### src/hdl/cbpm_defines.vh
// constants for the circular buffer mode two pointer manager
// assumes 16-bit shared ram words and a word-addressed descriptor table
`ifndef CBPM_DEFINES_VH
`define CBPM_DEFINES_VH

// ****************************************
// host register offsets (2-bit index)
// ****************************************
`define CBPM_REG_CTRL 2'h0
`define CBPM_REG_TABLE 2'h1
`define CBPM_REG_STATUS 2'h2
`define CBPM_REG_LASTINFO 2'h3

// ****************************************
// control register fields and reset value
// ****************************************
`define CBPM_CTRL_SUPPRESS 0
`define CBPM_CTRL_IRQ_EN 1
`define CBPM_CTRL_SEGREGATE 2
`define CBPM_CTRL_RESET 3'h0
`define CBPM_TABLE_RESET 16'h0000

// ****************************************
// descriptor layout
// ****************************************
`define CBPM_DESC_CTRL 2'h0
`define CBPM_DESC_START 2'h1
`define CBPM_DESC_CURRENT 2'h2
`define CBPM_DESC_INFO 2'h3
`define CBPM_DW_IRQ_EN 8
`define CBPM_DW_CIRC_TWO 3
`define CBPM_DW_DOUBLE 2
`define CBPM_DW_SIZE_HI 7
`define CBPM_DW_SIZE_LO 4

// ****************************************
// command word and information word fields
// ****************************************
`define CBPM_CMD_RT_HI 15
`define CBPM_CMD_RT_LO 11
`define CBPM_CMD_TR 10
`define CBPM_CMD_SA_HI 9
`define CBPM_CMD_SA_LO 5
`define CBPM_CMD_WC_HI 4
`define CBPM_CMD_WC_LO 0
`define CBPM_BROADCAST_FLAG_RT 5'h1F
`define CBPM_INFO_BROADCAST_FLAG 15
`define CBPM_INFO_ERROR 14
`define CBPM_INFO_BUSY 13
`define CBPM_INFO_ILLEGAL 12
`define CBPM_INFO_TR 10

`endif

### src/hdl/cbpm_top.v
// pointer manager for the remote-terminal subaddresses set to circular mode two
// assumes a message engine on the same clock and a shared ram that answers
// a read strobe with data in the strobe's own cycle
//
// Operation
// [RULE1] with suppression, interrupt only after clean block
// [RULE2] host picks power-of-two count, one to 512
// [RULE3] host writes count code in control bits 7:4
// [RULE4] size code equals log2 count plus one
// [RULE5] host allocates two info words per message
// [RULE6] host zeroes enough low info pointer bits
// [RULE7] data buffer size may shrink with short messages
// [RULE8] low info pointer bits show message count
// [RULE9] advance info pointer by two per message
// [RULE10] full when incremented low bits all ones
// [RULE11] on full restore info base, copy start
// [RULE12] size code picks low bits to clear
// [RULE13] fetch descriptor chosen by command word first
// [RULE14] receive data stored from current data pointer
// [RULE15] transmit data read from current data pointer
// [RULE16] mid-block pointers sit on next locations
// [RULE17] block interrupt needs descriptor and register enables
// [RULE18] broadcast data shares the normal buffer
// [RULE19] info word carries the broadcast flag
// [RULE20] broadcast transmit sends nothing, pointers unchanged
// [RULE21] host may illegalize broadcasts for subaddress
// [RULE22] completion counts messages, not buffer fill
// [RULE23] mode selected by double off, circular two on
// [RULE24] errors, busy, illegal write info but hold pointers
// [RULE25] host should enable error data suppression
`timescale 1ns/1ps
`default_nettype none
`include "cbpm_defines.vh"

module cbpm_top #(
  parameter ADDR_W = 16
) (
  // clock and reset
  input wire clk,
  input wire reset,
  // host register port
  input wire [1:0] reg_addr,
  input wire [15:0] reg_wdata,
  input wire reg_write,
  input wire reg_read,
  output reg [15:0] reg_rdata,
  // command from the message engine
  input wire cmd_valid,
  input wire [15:0] cmd_word,
  input wire cmd_broadcast,
  output wire cmd_ready,
  // received data words
  input wire rx_valid,
  input wire [15:0] rx_data,
  output wire rx_ready,
  // words to transmit
  output reg tx_valid,
  output reg [15:0] tx_data,
  input wire tx_ready,
  // end of message with its outcome
  input wire end_valid,
  input wire end_error,
  input wire end_busy,
  input wire end_illegal,
  input wire [15:0] end_time_tag,
  output wire end_ready,
  // shared ram master
  output reg [ADDR_W-1:0] mem_addr,
  output reg [15:0] mem_wdata,
  output reg mem_write,
  output reg mem_read,
  input wire [15:0] mem_rdata,
  // events
  output reg message_irq_output,
  output reg block_done_pulse,
  output reg other_mode_pulse
);

  // ****************************************
  // states
  // ****************************************
  localparam [3:0] ST_IDLE = 4'h0;
  localparam [3:0] ST_FETCH = 4'h1;
  localparam [3:0] ST_CHECK = 4'h2;
  localparam [3:0] ST_RX = 4'h3;
  localparam [3:0] ST_TX_RD = 4'h4;
  localparam [3:0] ST_TX_HOLD = 4'h5;
  localparam [3:0] ST_WAIT_END = 4'h6;
  localparam [3:0] ST_WR_INFO = 4'h7;
  localparam [3:0] ST_WR_TAG = 4'h8;
  localparam [3:0] ST_WR_DATA = 4'h9;
  localparam [3:0] ST_WR_PTR = 4'hA;
  localparam [3:0] ST_DONE = 4'hB;

  // ****************************************
  // state
  // ****************************************
  reg [3:0] state;
  reg [2:0] ctrl;
  reg [15:0] table_base;
  reg [15:0] last_info;
  reg [7:0] block_count;
  reg sticky_other;
  reg [15:0] cmd;
  reg broadcast_flag;
  reg [15:0] dw_ctrl;
  reg [ADDR_W-1:0] dw_start;
  reg [ADDR_W-1:0] dw_current;
  reg [ADDR_W-1:0] dw_info;
  reg [2:0] fetch_cnt;
  reg rd_pend;
  reg [1:0] rd_idx;
  reg [5:0] word_cnt;
  reg [15:0] info_word;
  reg [15:0] tag_word;
  reg advance;

  wire [5:0] words_cmd;
  wire is_tx;
  wire broadcast_flag_tx;
  wire mode_two;
  wire [ADDR_W-1:0] desc_addr;
  wire [ADDR_W-1:0] next_info_ptr;
  wire [ADDR_W-1:0] next_data_ptr;
  wire block_full;

  function [ADDR_W-1:0] add_off;
    input [ADDR_W-1:0] base;
    input [5:0] off;
    begin
      add_off = base + {{(ADDR_W-6){1'b0}}, off};
    end
  endfunction

  // a word count field of zero means 32 words
  assign words_cmd = (cmd[`CBPM_CMD_WC_HI:`CBPM_CMD_WC_LO] == 5'h00) ? 6'h20 :
    {1'b0, cmd[`CBPM_CMD_WC_HI:`CBPM_CMD_WC_LO]};
  assign is_tx = cmd[`CBPM_CMD_TR];
  assign broadcast_flag_tx = is_tx && (cmd[`CBPM_CMD_RT_HI:`CBPM_CMD_RT_LO] == `CBPM_BROADCAST_FLAG_RT); // [RULE20]
  assign mode_two = !dw_ctrl[`CBPM_DW_DOUBLE] && dw_ctrl[`CBPM_DW_CIRC_TWO]; // [RULE23]
  // four words per descriptor, picked by direction and subaddress
  assign desc_addr = table_base[ADDR_W-1:0] +
    {{(ADDR_W-8){1'b0}}, cmd[`CBPM_CMD_TR], cmd[`CBPM_CMD_SA_HI:`CBPM_CMD_SA_LO], 2'b00}; // [RULE13]

  assign cmd_ready = (state == ST_IDLE);
  assign rx_ready = (state == ST_RX) && (word_cnt < words_cmd);
  // an end in idle belongs to a message this block did not take and is dropped
  assign end_ready = (state == ST_IDLE) || (state == ST_RX) ||
    (state == ST_TX_HOLD) || (state == ST_WAIT_END);

  cbpm_ptr_update #(
    .ADDR_W(ADDR_W)
  ) u_ptr (
    .info_ptr(dw_info),
    .data_ptr(dw_current),
    .start_ptr(dw_start),
    .size_code(dw_ctrl[`CBPM_DW_SIZE_HI:`CBPM_DW_SIZE_LO]),
    .words_done(word_cnt),
    .next_info_ptr(next_info_ptr),
    .next_data_ptr(next_data_ptr),
    .block_full(block_full)
  );

  // ****************************************
  // host registers
  // ****************************************
  always @(posedge clk or posedge reset) begin
    if (reset) begin
      ctrl <= `CBPM_CTRL_RESET;
      table_base <= `CBPM_TABLE_RESET;
      reg_rdata <= 16'h0000;
    end else begin
      if (reg_write && reg_addr == `CBPM_REG_CTRL) begin
        ctrl <= reg_wdata[2:0];
      end
      if (reg_write && reg_addr == `CBPM_REG_TABLE) begin
        table_base <= reg_wdata;
      end
      if (reg_read) begin
        case (reg_addr)
          `CBPM_REG_CTRL: reg_rdata <= {13'h0000, ctrl};
          `CBPM_REG_TABLE: reg_rdata <= table_base;
          `CBPM_REG_STATUS: reg_rdata <= {sticky_other, 3'h0, state, block_count};
          `CBPM_REG_LASTINFO: reg_rdata <= last_info;
          default: reg_rdata <= 16'h0000;
        endcase
      end else begin
        reg_rdata <= 16'h0000;
      end
    end
  end

  // ****************************************
  // message sequencer
  // ****************************************
  always @(posedge clk or posedge reset) begin
    if (reset) begin
      state <= ST_IDLE;
      cmd <= 16'h0000;
      broadcast_flag <= 1'b0;
      dw_ctrl <= 16'h0000;
      dw_start <= {ADDR_W{1'b0}};
      dw_current <= {ADDR_W{1'b0}};
      dw_info <= {ADDR_W{1'b0}};
      fetch_cnt <= 3'h0;
      rd_pend <= 1'b0;
      rd_idx <= 2'h0;
      word_cnt <= 6'h00;
      info_word <= 16'h0000;
      tag_word <= 16'h0000;
      advance <= 1'b0;
      last_info <= 16'h0000;
      block_count <= 8'h00;
      sticky_other <= 1'b0;
      tx_valid <= 1'b0;
      tx_data <= 16'h0000;
      mem_addr <= {ADDR_W{1'b0}};
      mem_wdata <= 16'h0000;
      mem_write <= 1'b0;
      mem_read <= 1'b0;
      message_irq_output <= 1'b0;
      block_done_pulse <= 1'b0;
      other_mode_pulse <= 1'b0;
    end else begin
      mem_write <= 1'b0;
      mem_read <= 1'b0;
      message_irq_output <= 1'b0;
      block_done_pulse <= 1'b0;
      other_mode_pulse <= 1'b0;
      if (reg_write && reg_addr == `CBPM_REG_STATUS) begin
        sticky_other <= 1'b0;
      end
      case (state)
        ST_IDLE: begin
          if (cmd_valid) begin
            cmd <= cmd_word;
            broadcast_flag <= cmd_broadcast;
            fetch_cnt <= 3'h0;
            rd_pend <= 1'b0;
            word_cnt <= 6'h00;
            state <= ST_FETCH;
          end
        end
        ST_FETCH: begin
          // one read per cycle, each word caught at the edge that closes its strobe cycle
          if (fetch_cnt < 3'h4) begin
            mem_addr <= add_off(desc_addr, {4'h0, fetch_cnt[1:0]}); // [RULE13]
            mem_read <= 1'b1;
            rd_idx <= fetch_cnt[1:0];
            fetch_cnt <= fetch_cnt + 3'h1;
          end
          rd_pend <= (fetch_cnt < 3'h4);
          if (rd_pend) begin
            case (rd_idx)
              `CBPM_DESC_CTRL: dw_ctrl <= mem_rdata;
              `CBPM_DESC_START: dw_start <= mem_rdata[ADDR_W-1:0];
              `CBPM_DESC_CURRENT: dw_current <= mem_rdata[ADDR_W-1:0];
              default: dw_info <= mem_rdata[ADDR_W-1:0];
            endcase
            if (rd_idx == `CBPM_DESC_INFO) begin
              state <= ST_CHECK;
            end
          end
        end
        ST_CHECK: begin
          if (!mode_two) begin
            // another buffer mode owns this subaddress
            other_mode_pulse <= 1'b1;
            sticky_other <= 1'b1;
            state <= ST_IDLE;
          end else if (broadcast_flag_tx) begin
            state <= ST_WAIT_END; // [RULE20]
          end else if (is_tx) begin
            state <= ST_TX_RD;
          end else begin
            // segregation setting has no effect in this mode
            state <= ST_RX; // [RULE18]
          end
        end
        ST_RX: begin
          if (rx_valid && rx_ready) begin
            mem_addr <= add_off(dw_current, word_cnt); // [RULE14] [RULE18]
            mem_wdata <= rx_data;
            mem_write <= 1'b1;
            word_cnt <= word_cnt + 6'h01;
          end
        end
        ST_TX_RD: begin
          mem_addr <= add_off(dw_current, word_cnt); // [RULE15]
          mem_read <= 1'b1;
          state <= ST_TX_HOLD;
          rd_pend <= 1'b1;
        end
        ST_TX_HOLD: begin
          rd_pend <= 1'b0;
          if (rd_pend) begin
            tx_data <= mem_rdata;
            tx_valid <= 1'b1;
          end else if (tx_valid && tx_ready) begin
            tx_valid <= 1'b0;
            word_cnt <= word_cnt + 6'h01;
            state <= (word_cnt + 6'h01 < words_cmd) ? ST_TX_RD : ST_WAIT_END;
          end
        end
        ST_WAIT_END: begin
        end
        ST_WR_INFO: begin
          mem_addr <= dw_info;
          mem_wdata <= info_word;
          mem_write <= 1'b1;
          last_info <= info_word;
          state <= ST_WR_TAG;
        end
        ST_WR_TAG: begin
          mem_addr <= add_off(dw_info, 6'h01);
          mem_wdata <= tag_word;
          mem_write <= 1'b1;
          state <= advance ? ST_WR_DATA : ST_IDLE; // [RULE24] [RULE20]
        end
        ST_WR_DATA: begin
          mem_addr <= add_off(desc_addr, {4'h0, `CBPM_DESC_CURRENT});
          mem_wdata <= {{(16-ADDR_W){1'b0}}, next_data_ptr}; // [RULE11] [RULE16]
          mem_write <= 1'b1;
          state <= ST_WR_PTR;
        end
        ST_WR_PTR: begin
          mem_addr <= add_off(desc_addr, {4'h0, `CBPM_DESC_INFO});
          mem_wdata <= {{(16-ADDR_W){1'b0}}, next_info_ptr}; // [RULE9] [RULE11]
          mem_write <= 1'b1;
          state <= ST_DONE;
        end
        ST_DONE: begin
          // completion follows the message count only, never the data fill
          if (block_full) begin // [RULE22]
            block_done_pulse <= 1'b1;
            block_count <= block_count + 8'h01;
            // errored messages never advance, so a block holds only clean ones
            message_irq_output <= dw_ctrl[`CBPM_DW_IRQ_EN] && ctrl[`CBPM_CTRL_IRQ_EN]; // [RULE17] [RULE1]
          end
          state <= ST_IDLE;
        end
        default: begin
          state <= ST_IDLE;
        end
      endcase
      // message end closes the data phase from any waiting state
      if (end_valid && end_ready && state != ST_IDLE) begin
        tx_valid <= 1'b0;
        info_word <= {16{1'b0}};
        info_word[`CBPM_INFO_BROADCAST_FLAG] <= broadcast_flag; // [RULE19]
        info_word[`CBPM_INFO_ERROR] <= end_error;
        info_word[`CBPM_INFO_BUSY] <= end_busy;
        info_word[`CBPM_INFO_ILLEGAL] <= end_illegal;
        info_word[`CBPM_INFO_TR] <= is_tx;
        info_word[`CBPM_CMD_WC_HI:`CBPM_CMD_WC_LO] <= cmd[`CBPM_CMD_WC_HI:`CBPM_CMD_WC_LO];
        tag_word <= end_time_tag;
        advance <= !(end_error || end_busy || end_illegal || broadcast_flag_tx); // [RULE24] [RULE20]
        state <= ST_WR_INFO;
      end
    end
  end

endmodule // cbpm_top

`default_nettype wire

### src/hdl/cbpm_ptr_update.v
// next-pointer arithmetic for one completed message
// assumes the information pointer base carries enough trailing zeros
`timescale 1ns/1ps
`default_nettype none

module cbpm_ptr_update #(
  parameter ADDR_W = 16
) (
  // pointers from the descriptor
  input wire [ADDR_W-1:0] info_ptr,
  input wire [ADDR_W-1:0] data_ptr,
  input wire [ADDR_W-1:0] start_ptr,
  // message facts
  input wire [3:0] size_code,
  input wire [5:0] words_done,
  // results
  output reg [ADDR_W-1:0] next_info_ptr,
  output reg [ADDR_W-1:0] next_data_ptr,
  output reg block_full
);

  reg [ADDR_W-1:0] low_mask;
  reg [ADDR_W-1:0] once;
  integer i;

  always @* begin
    // the size code is the number of low pointer bits that count messages
    low_mask = {ADDR_W{1'b0}};
    for (i = 0; i < ADDR_W; i = i + 1) begin
      if (i < size_code) begin
        low_mask[i] = 1'b1; // [RULE12]
      end
    end
    once = info_ptr + {{(ADDR_W-1){1'b0}}, 1'b1};
    block_full = ((once & low_mask) == low_mask); // [RULE10] [RULE4]
    if (block_full) begin
      next_info_ptr = info_ptr & ~low_mask; // [RULE11]
      next_data_ptr = start_ptr; // [RULE11]
    end else begin
      next_info_ptr = info_ptr + {{(ADDR_W-2){1'b0}}, 2'b10}; // [RULE9] [RULE8]
      next_data_ptr = data_ptr + {{(ADDR_W-6){1'b0}}, words_done}; // [RULE16]
    end
  end

endmodule // cbpm_ptr_update

`default_nettype wire

### config.mk
export PLATFORM = sky130hd
export DESIGN_NAME = cbpm_top
export DESIGN_NICKNAME = d
export VERILOG_FILES = /design/src/hdl/cbpm_top.v /design/src/hdl/cbpm_ptr_update.v
export VERILOG_INCLUDE_DIRS = /design/src /design/src/hdl
export SDC_FILE = /design/constraint.sdc
export NUM_CORES = 1
export LEC_CHECK = 0
export ABC_AREA = 1
export BUFFER_PORTS_ARGS = -buffer_cell sky130_fd_sc_hd__buf_4
export CAP_MARGIN = 0
export CORE_MARGIN = 1
export CORE_UTILIZATION = 61
export CTS_BUF_LIST = sky130_fd_sc_hd__clkbuf_2 sky130_fd_sc_hd__clkbuf_4 sky130_fd_sc_hd__clkbuf_8
export DETAILED_ROUTE_END_ITERATION = 8
export GPL_TIMING_DRIVEN = 0
export PLACE_DENSITY = 0.83
export SLEW_MARGIN = 20
export SYNTH_ARGS = -nofsm -noshare
export SYNTH_HDL_FRONTEND = slang
export SYNTH_HIERARCHICAL = 1
export SYNTH_SLANG_ARGS = --single-unit
### constraint.sdc
create_clock -name clk -period 7.1 [get_ports clk]
set_clock_uncertainty 0.05 [all_clocks]
set_input_delay 0.355 -clock clk [delete_from_list [all_inputs] [get_ports clk]]
set_output_delay 0.355 -clock clk [all_outputs]
set_load 0.05 [all_outputs]
After elaboration in Yosys (flattened, before gate mapping)
Cells that the tools add are included.
Operators by class
  $add $sub $neg: 10
  order comparisons: 18
  equality and inequality tests: 30
  mux-type cells: 64
  bitwise logic cells: 4
  reductions and logical operators: 49
Operators by type and width (number)
  one-hot mux 16 bit (7 select lines): 1
  two-way mux 16 bit: 6
  one-hot mux 16 bit (5 select lines): 1
  one-hot mux 16 bit (4 select lines): 1
  adder 16 x 2 -> 16 bit (second input constant): 3
  one-hot mux 4 bit (10 select lines): 1
  two-way mux 1 bit: 31
  two-way mux 6 bit: 5
  less-than comparator 4 bit (first input constant): 7
  two-way mux 4 bit: 7
  one-hot mux 6 bit (3 select lines): 1
  AND reduction 3 bit: 6
  adder 16 x 1 -> 16 bit (second input constant): 1
  adder 16 x 2 -> 16 bit: 1
  adder 16 x 6 -> 16 bit: 1
  adder 16 x 8 -> 16 bit: 1
  bitwise AND 16 x 15 -> 16 bit: 1
  bitwise AND 16 bit: 1
  == test 16 x 15 -> 1 bit: 1
  == test 4 x 3 -> 1 bit (second input constant): 4
  == test 4 bit (second input constant): 4
  less-than comparator 3 x 4 -> 1 bit (first input constant): 4
  inverter 15 -> 16 bit: 1
  two-way mux 3 bit: 5
  other kinds (39): 80
Storage, ports and cells
  register bits after elaboration: 225
  input bits: 94
  output and inout bits: 73
  logic and storage cells: 204

Longest topological paths before layout
Gate-level depths: netlist of run 1.
  word-level depth: 8
  mapped depth: 20
  mapped depth without buffers: 20

Modules after synthesis
Netlist of run 1, hierarchy kept.
Modules (own cells, without submodules)
  cbpm_top: instances 1, cells each 1513, area each 11716.2 sq um, seq. area each 5580.4 sq um
  cbpm_ptr_update: instances 1, cells each 362, area each 1958.1 sq um, seq. area each 0.0 sq um

Least setup slack after synthesis of run 1
No wires, ideal clock.
  kind: register to register
  start: register cmd[2]
  end: register mem_addr[2]
  library setup time: 0.084 ns
  data arrival time: 2.652 ns
  slack: 4.314 ns
  cell stages (with the launch flop): 14
  path buffers: 1
  period minus slack after synthesis: 2.786 ns
  cell sequence: dfrtp_1 -> nor3_1 -> nand3_1 -> ha_1 -> a21oi_1 -> o21ai_0 -> a211oi_2 -> nand2_1 -> nand2_1 -> nand2_1 -> inv_2 -> buf_6 -> nor2_1 -> a41oi_2
Between the ends
  word-level cells in the longest chain between the ends: 7
RTL lines
  from (decl): line cbpm_top.v:104  | reg [15:0] cmd;
  from (signal assigned): line cbpm_top.v:236  | cmd <= cmd_word;
  zero test 5 bit: line cbpm_top.v:136  | assign words_cmd = (cmd[`CBPM_CMD_WC_HI:`CBPM_CMD_WC_LO] == 5'h00) ? 6'h20 :
  two-way mux 6 bit (*): line cbpm_top.v:136
  less-than comparator 6 bit (*): line cbpm_top.v:146  | assign rx_ready = (state == ST_RX) && (word_cnt < words_cmd);
  logical AND 1 bit (*): line cbpm_top.v:146
  named net rx_ready: line cbpm_top.v:55  | output wire rx_ready,
  logical AND 1 bit (*): line cbpm_top.v:281  | if (rx_valid && rx_ready) begin
  != test 2 x 1 -> 1 bit (no source line) (*)
  AND reduction 3 bit (no source line) (*)
  to (signal assigned): line cbpm_top.v:282  | mem_addr <= add_off(dw_current, word_cnt);
  to (signal assigned): line cbpm_top.v:289  | mem_addr <= add_off(dw_current, word_cnt);
  to (signal assigned): line cbpm_top.v:308  | mem_addr <= dw_info;
  to (decl): line cbpm_top.v:68  | output reg [ADDR_W-1:0] mem_addr,
The timed path passes the listed nets; every way through them passes the cells marked *.
A chain may end at the register's enable or synchronous reset.

Final worst setup path of run 1
  start: register state[1]
  end: register mem_addr[8]
Between the ends
  word-level cells in the longest chain between the ends: 5
  elaborated cells on any way between the ends: 14
  classes of those cells: eq/ne (9); mux (1); reduce/logical (4)
RTL lines
  from (decl): line cbpm_top.v:98  | reg [3:0] state;
  from (signal assigned): line cbpm_top.v:302  | state <= (word_cnt + 6'h01 < words_cmd) ? ST_TX_RD : ST_WAIT_END;
  from (signal assigned): line cbpm_top.v:318  | state <= advance ? ST_WR_DATA : ST_IDLE;
  == test 4 x 2 -> 1 bit: line cbpm_top.v:146, cbpm_top.v:233
  logical AND 1 bit: line cbpm_top.v:146
  logical AND 1 bit: line cbpm_top.v:281
  != test 2 x 1 -> 1 bit (no source line)
  AND reduction 3 bit (no source line)
Parallel ways exist; a longest one is shown, timed or not.

==> flow_metrics.py, run 1 <==
metrics = {
    "global_routing": {
        "grt_antenna_before_repair": 0,
        "grt_pass1_wl_mm": 71.2,
        "grt_max_degree": 111,
        "grt_pass1_vias": 13400,
        "grt.overflow.total": 0,
        "track_usage_pct": 41.1,
    },
    "pwr": {
        "intPower_uw": 3980,
        "ir_worst_vdd_mv": 0.357,
        "p_total_uw": 8470,
        "clkPwrFrac_pct": 13.8,
        "swShare_pct": 53.0,
        "cellPowerDensity_mw_per_mm2": 516,
        "seqPwrFrac_pct": 28.2,
        "leakage_uw": 0.00877,
        "power_switching_uw": 4490,
        "p_comb_share_pct": 58.0,
    },
    "run_status": {
        "outcome": "completed",
    },
    "timing": {
        "hold_violations": 0,
        "finalSetupViolations": 0,
        "rsz0062_at_grt": "no",
        "timing_worst_slew_pin_value_ps": 884,
        "slew_headroom_pct": 41.0,
        "period_share_pct": 53.4,
        "fmax_mhz": 264,
        "worst_hold_slack_ps": 15.0,
        "period_minus_slack_ps": 3790,
        "maxSlewViolCount": 0,
        "worst_slack_ps": 3310,
    },
    "clock_tree": {
        "worstSkewPairLatency_ps": 560,
        "cts-root-buf": "clkbuf_8",
        "clock_sinks": 223,
        "htree_levels": 2,
        "clkTransAtPathRegs_ps": 60,
        "cts.repair.resized": 0,
        "clockBufferDepth": 3,
        "cts_tree": "done",
        "cts_inserted_buffers": 37,
    },
    "placement": {
        "hpwl_mm": 35.1,
        "dp_cells": 2323,
        "io_buffer_count": 166,
        "place_ws_ps": 3510,
        "gp_congestion": 0.988,
    },
    "floorplan": {
        "start_util_pct": 62.5,
        "die-area_mm2": 0.0230,
        "design.core.area_mm2": 0.0219,
        "pin_count": 167,
        "placementRows": 54,
        "fp.dieH_um": 152,
        "dieWidth_um": 152,
    },
    "setup_path": {
        "crit_required_ps": 7450,
        "crit_type": "reg2reg",
        "worstRegToRegCells": 18,
        "critPathMaxFanout": 9,
        "endpoint_kind": "flip-flop",
        "start_kind": "flip-flop",
        "worstPathArrival_ps": 4140,
    },
    "synthesis": {
        "yosys.area.top_type": "dfrtp_1",
        "ys_seq_area_share_pct": 40.8,
        "ys_warn_count": 6,
        "syn-num-nets": 2010,
        "synth-main-ff-cell": "dfrtp_1",
        "synth_area_per_cell_um2": 7.29,
        "async_flop_share_pct": 100,
        "ys_seq_elements": 223,
        "synth.cell_area_mm2": 0.0137,
        "synth_top_area_share_pct": 40.8,
        "synth_edf_count": 0,
        "netlist_instances": 1875,
        "synth.area.top_cells": "dfrtp_1, nand2_1, o21ai_0",
        "synth.distinct_cells": 52,
    },
    "route": {
        "route.detailed.wl_per_inst_um": 19.2,
        "initialDrtViolationCount": 1319,
        "wl_mm": 46.4,
        "num_vias": 14200,
        "vias_per_cell": 5.90,
        "first_pass_iters": 8,
        "drc": 0,
        "ant_nets": 0,
    },
    "final_layout": {
        "num_antenna_cells": 0,
        "synthToLayoutAreaGrowth_pct": 20.0,
        "finalNonFillerCells": 2414,
        "drive_gt1_share_pct": 16.0,
        "fillers": 1657,
        "fin_nets": 2251,
    },
    "hold_path": {
        "hold_depth": 3,
        "hp-class": "in2reg",
    },
    "run": {
        "cap_violations": 0,
    },
}
==> area by class of cell <==
class	count	area, um^2	area share [%]
multi-input cells	1397	7020	42.8
flip-flops and latches	223	5580	34.0
repair buffers	202	1640	10.0
inverters	199	756	4.61
clock buffers	49	631	3.84
well taps	280	350	2.13
plain buffers	56	324	1.97
clock inverters	8	105	0.640
==> routing by layer <==
| layer | global-route usage [%] | share of wire [%] |
|---|---|---|
| met1 | 54.0 | 40 |
| met2 | 65.6 | 45 |
| met3 | 8.32 | 10 |
| met4 | 18.0 | 4.4 |
| met5 | 0 | 0 |
==> path summary, 6_finish.rpt <==
path | startpoint | to | slack [ps]
max | state[1]$_DFFE_PP0P_ | mem_addr[8]$_DFFE_PP0P_ | 3310
min | reg_read | reg_rdata[4]$_DFF_PP0_ | 20
max reg2reg | state[1]$_DFFE_PP0P_ | mem_addr[8]$_DFFE_PP0P_ | 3310
min reg2reg | last_info[0]$_DFFE_PP0P_ | last_info[0]$_DFFE_PP0P_ | 430
max in group asynchronous | reset | mem_write$_DFF_PP0_ | 5940
min in group asynchronous | reset | cmd[3]$_DFFE_PP0P_ | 240
==> cells in the mapped netlist (all sizes together), types with 18 or more instances <==
| cell | number |
|---|---|
| a21oi | 69 |
| a31oi | 18 |
| buf | 27 |
| clkbuf | 29 |
| dfrtp | 223 |
| ha | 37 |
| inv | 195 |
| nand2 | 645 |
| nand3 | 106 |
| nand4 | 57 |
| nor2 | 168 |
| nor3 | 22 |
| o21ai | 155 |
| xor2 | 32 |
==> kinds of logic after synthesis <==
group	after synthesis	synth area share (%)
AND/OR/NAND/NOR	1014	31.9
AO/OA/AOI/OAI	294	12.3
buffers and inverters	255	7.84
flip-flops	223	40.8
adder cells (fa/ha/maj)	41	3.97
XOR/XNOR	38	2.43
multiplexers	10	0.814
==> power groups by stage <==
stage | sequential [uW] | clock [uW] | combinational, uW
6_report | 2390 | 1170 | 4910
5_1_grt | 2430 | 1230 | 5360
4_1_cts | 2350 | 1170 | 4800
3_5_place_dp | 2360 | 0 | 4750
3_3_place_gp | 2340 | 0 | 4650
2_1_floorplan | 2680 | 0 | 2960
==> through the flow <==
stage	cell area, um^2	setup TNS, ps	utilization, %
final	16400	0	75.0
after global routing	16400	0	75.0
after CTS	16400	0	75.0
after detailed placement	15300	0	70.0
after global placement	15300	-339330	69.8
after floorplan	13700	0	-
==> repair_timing <==
item,4_1_cts,5_1_grt
hold endpoints to repair,50,0
hold buffers,34,0
setup endpoints to repair,0,0
setup buffers,0,0
==> worst max-delay path, cell delays in order, from the launching register on <==
cell     delay, ps
dfrtp_1        570
inv_1          100
nor2_1         170
inv_1           90
nor2_2         450
inv_1          230
nand2_1        150
ha_1           190
fa_1           190
nand2_1         70
nor2_1         180
inv_1           90
nor2_2         280
nand2_1        180
nor2_1         150
xor2_1         150
nor2_1          60
o21ai_1        190
nand2_1         80
==> cells in the final DEF (no fill, tap or decap), types with 7 or more instances in the layout <==
master,n
ha_1,37
buf_6,10
buf_2,10
o21ai_1,13
inv_2,20
clkbuf_4,7
xor2_1,32
nand2_1,631
dlygate4sd3_1,34
a21oi_1,67
clkbuf_8,42
nor2_4,7
dfrtp_1,223
nor2_1,141
clkbuf_1,29
inv_1,174
a31oi_1,18
a221oi_1,10
nand4_1,57
nand2_2,14
buf_4,173
nor2_2,19
mux2_2,9
o211ai_1,7
nor3_1,21
o21ai_0,142
or2_2,7
nand3_1,100
(Power assumes the default switching activity.)
==> run 2: changes to the inputs <==
CORE_UTILIZATION = 55   (was 61)
PLACE_DENSITY = 0.79   (was 0.83)
clock period = 3.3 ns   (was 7.1 ns; I/O delays follow)
==> flow_metrics.py, run 2 (synthesis gave the netlist of run 1 again) <==
metrics = {
    "setup_path": {
        "start_kind": "flip-flop",
        "crit_type": "reg2reg",
        "critPathMaxFanout": 7,
        "endpoint_kind": "flip-flop",
        "worstPathArrival_ps": 3540,
        "crit_required_ps": 3690,
        "rrSetupSlack_ps": 150,
    },
    "floorplan": {
        "start_util_pct": 56.2,
        "dieWidth_um": 160,
        "placementRows": 57,
        "design.core.area_mm2": 0.0243,
        "fp.dieH_um": 160,
        "pin_count": 167,
        "die-area_mm2": 0.0255,
    },
    "clock_tree": {
        "worstSkewPairLatency_ps": 550,
        "cts-root-buf": "clkbuf_8",
        "clkTransAtPathRegs_ps": 70,
        "clockBufferDepth": 3,
        "clock_sinks": 223,
        "cts_tree": "done",
        "cts_inserted_buffers": 39,
        "htree_levels": 2,
    },
    "pwr": {
        "p_total_uw": 18400,
        "ir_worst_vdd_mv": 0.761,
        "cellPowerDensity_mw_per_mm2": 1060,
        "leakage_uw": 0.00911,
    },
    "route": {
        "drc": 0,
        "ant_nets": 0,
        "vias_per_cell": 5.68,
        "wl_mm": 46.1,
        "first_pass_iters": 9,
        "num_vias": 14400,
        "initialDrtViolationCount": 1460,
        "route.detailed.wl_per_inst_um": 18.2,
    },
    "global_routing": {
        "grt_pass1_vias": 13600,
        "grt_max_degree": 37,
        "grt_pass1_wl_mm": 72.0,
        "grt_antenna_before_repair": 0,
        "grt.overflow.total": 0,
        "track_usage_pct": 36.0,
    },
    "placement": {
        "hpwl_mm": 34.1,
        "gp_congestion": 0.968,
        "io_buffer_count": 166,
    },
    "run_status": {
        "outcome": "completed",
    },
    "timing": {
        "slew_headroom_pct": 50.5,
        "period_share_pct": 95.4,
        "period_minus_slack_ps": 3150,
        "maxSlewViolCount": 0,
        "worst_hold_slack_ps": 1.44,
        "fmax_mhz": 318,
        "hold_violations": 0,
        "finalSetupViolations": 0,
        "timing_worst_slew_pin_value_ps": 743,
    },
    "final_layout": {
        "final_common_cell": "nand2_1",
        "final_util_pct": 71.1,
        "layout_common_cells": "nand2_1, dfrtp_1, buf_4",
        "fin_nets": 2324,
        "synthToLayoutAreaGrowth_pct": 26.4,
        "num_antenna_cells": 0,
        "drive_gt1_share_pct": 16.9,
    },
    "hold_path": {
        "hp-class": "in2reg",
    },
    "run": {
        "cap_violations": 0,
    },
}
## run 2: changes by cell type in the layout (fill, tap and decap cells not counted), moves of 2 or more
cell	change
dlygate4sd3_1	+56
buf_4	+10
buf_12	+6
dfrtp_1	-5
dfrtp_2	+5
clkinv_2	+3
clkinvlp_4	+3
clkbuf_4	+2
nor2_2	-2
nor2_4	+2
## run 2: where the power goes
| group | switching [uW] | internal (uW) |
|---|---|---|
| logic | 7200 | 3460 |
| registers | 1210 | 3860 |
| clock network | 1200 | 1460 |
| total | 9600 | 8780 |
## run 2: final cells by class
cell class	instances	area [um^2]
clock buffer	52	659
clock inverter	13	130
buffer	56	324
fill	1937	7040
sequential	223	5590
timing repair buffer	273	2370
inverter	199	752
tap	324	405
multi-input combinational	1397	7060
## run 2: routing by layer
metal	up-vias	wire length, um	track usage, %	share of wire [%]
met3	142	4090	6.00	8.9
met5	-	0	0	0
met4	0	1970	15.4	4.3
met2	737	21100	58.0	46
met1	6756	18900	48.2	41
li1	6767	-	-	-
## run 2: timing repair
item,CTS,global route
gates resized for setup,6,7
hold endpoints to repair,140,1
pin swaps,0,3
buffers inserted,0,10
setup endpoints to repair,5,6
cloned,0,0
hold buffers,89,1
## run 2: final timing paths
kind / from / to / cells after the start
max: word_cnt[0]$_DFFE_PP0P_ / mem_wdata[12]$_DFFE_PP0P_ / 13
min: mem_rdata[6] / dw_current[6]$_DFFE_PP0P_ / 3
max reg2reg: word_cnt[0]$_DFFE_PP0P_ / mem_wdata[12]$_DFFE_PP0P_ / 13
min reg2reg: last_info[0]$_DFFE_PP0P_ / last_info[0]$_DFFE_PP0P_ / 2
max in group asynchronous: reset / state[1]$_DFFE_PP0P_ / 7
min in group asynchronous: reset / table_base[13]$_DFFE_PP0P_ / 3
## run 2: worst max-delay path, cell delays in order (launching register included)
cell and delay [ps]:
dfrtp_1 490, ha_1 270, fa_1 400, nand3_1 100, nand2_1 90, a21oi_1 380
nor2_1 180, nand3b_1 130, nand2_1 70, nand2_1 60, nand2_1 140, a221oi_1 310
nand2_1 110, mux2_2 270
## run 2: per-stage QoR
| stage | setup WS [ps] | std cells | setup TNS (ps) | cell area (um^2) |
|---|---|---|---|---|
| floorplan | 175 | 1875 | 0 | 13700 |
| global placement | -1100 | 2365 | -239560 | 15300 |
| detailed placement | -219 | 2372 | -358 | 15500 |
| CTS | 13.8 | 2526 | 0 | 17200 |
| global route | -10.5 | 2537 | -10.5 | 17300 |
| finish | 153 | 2537 | 0 | 17300 |
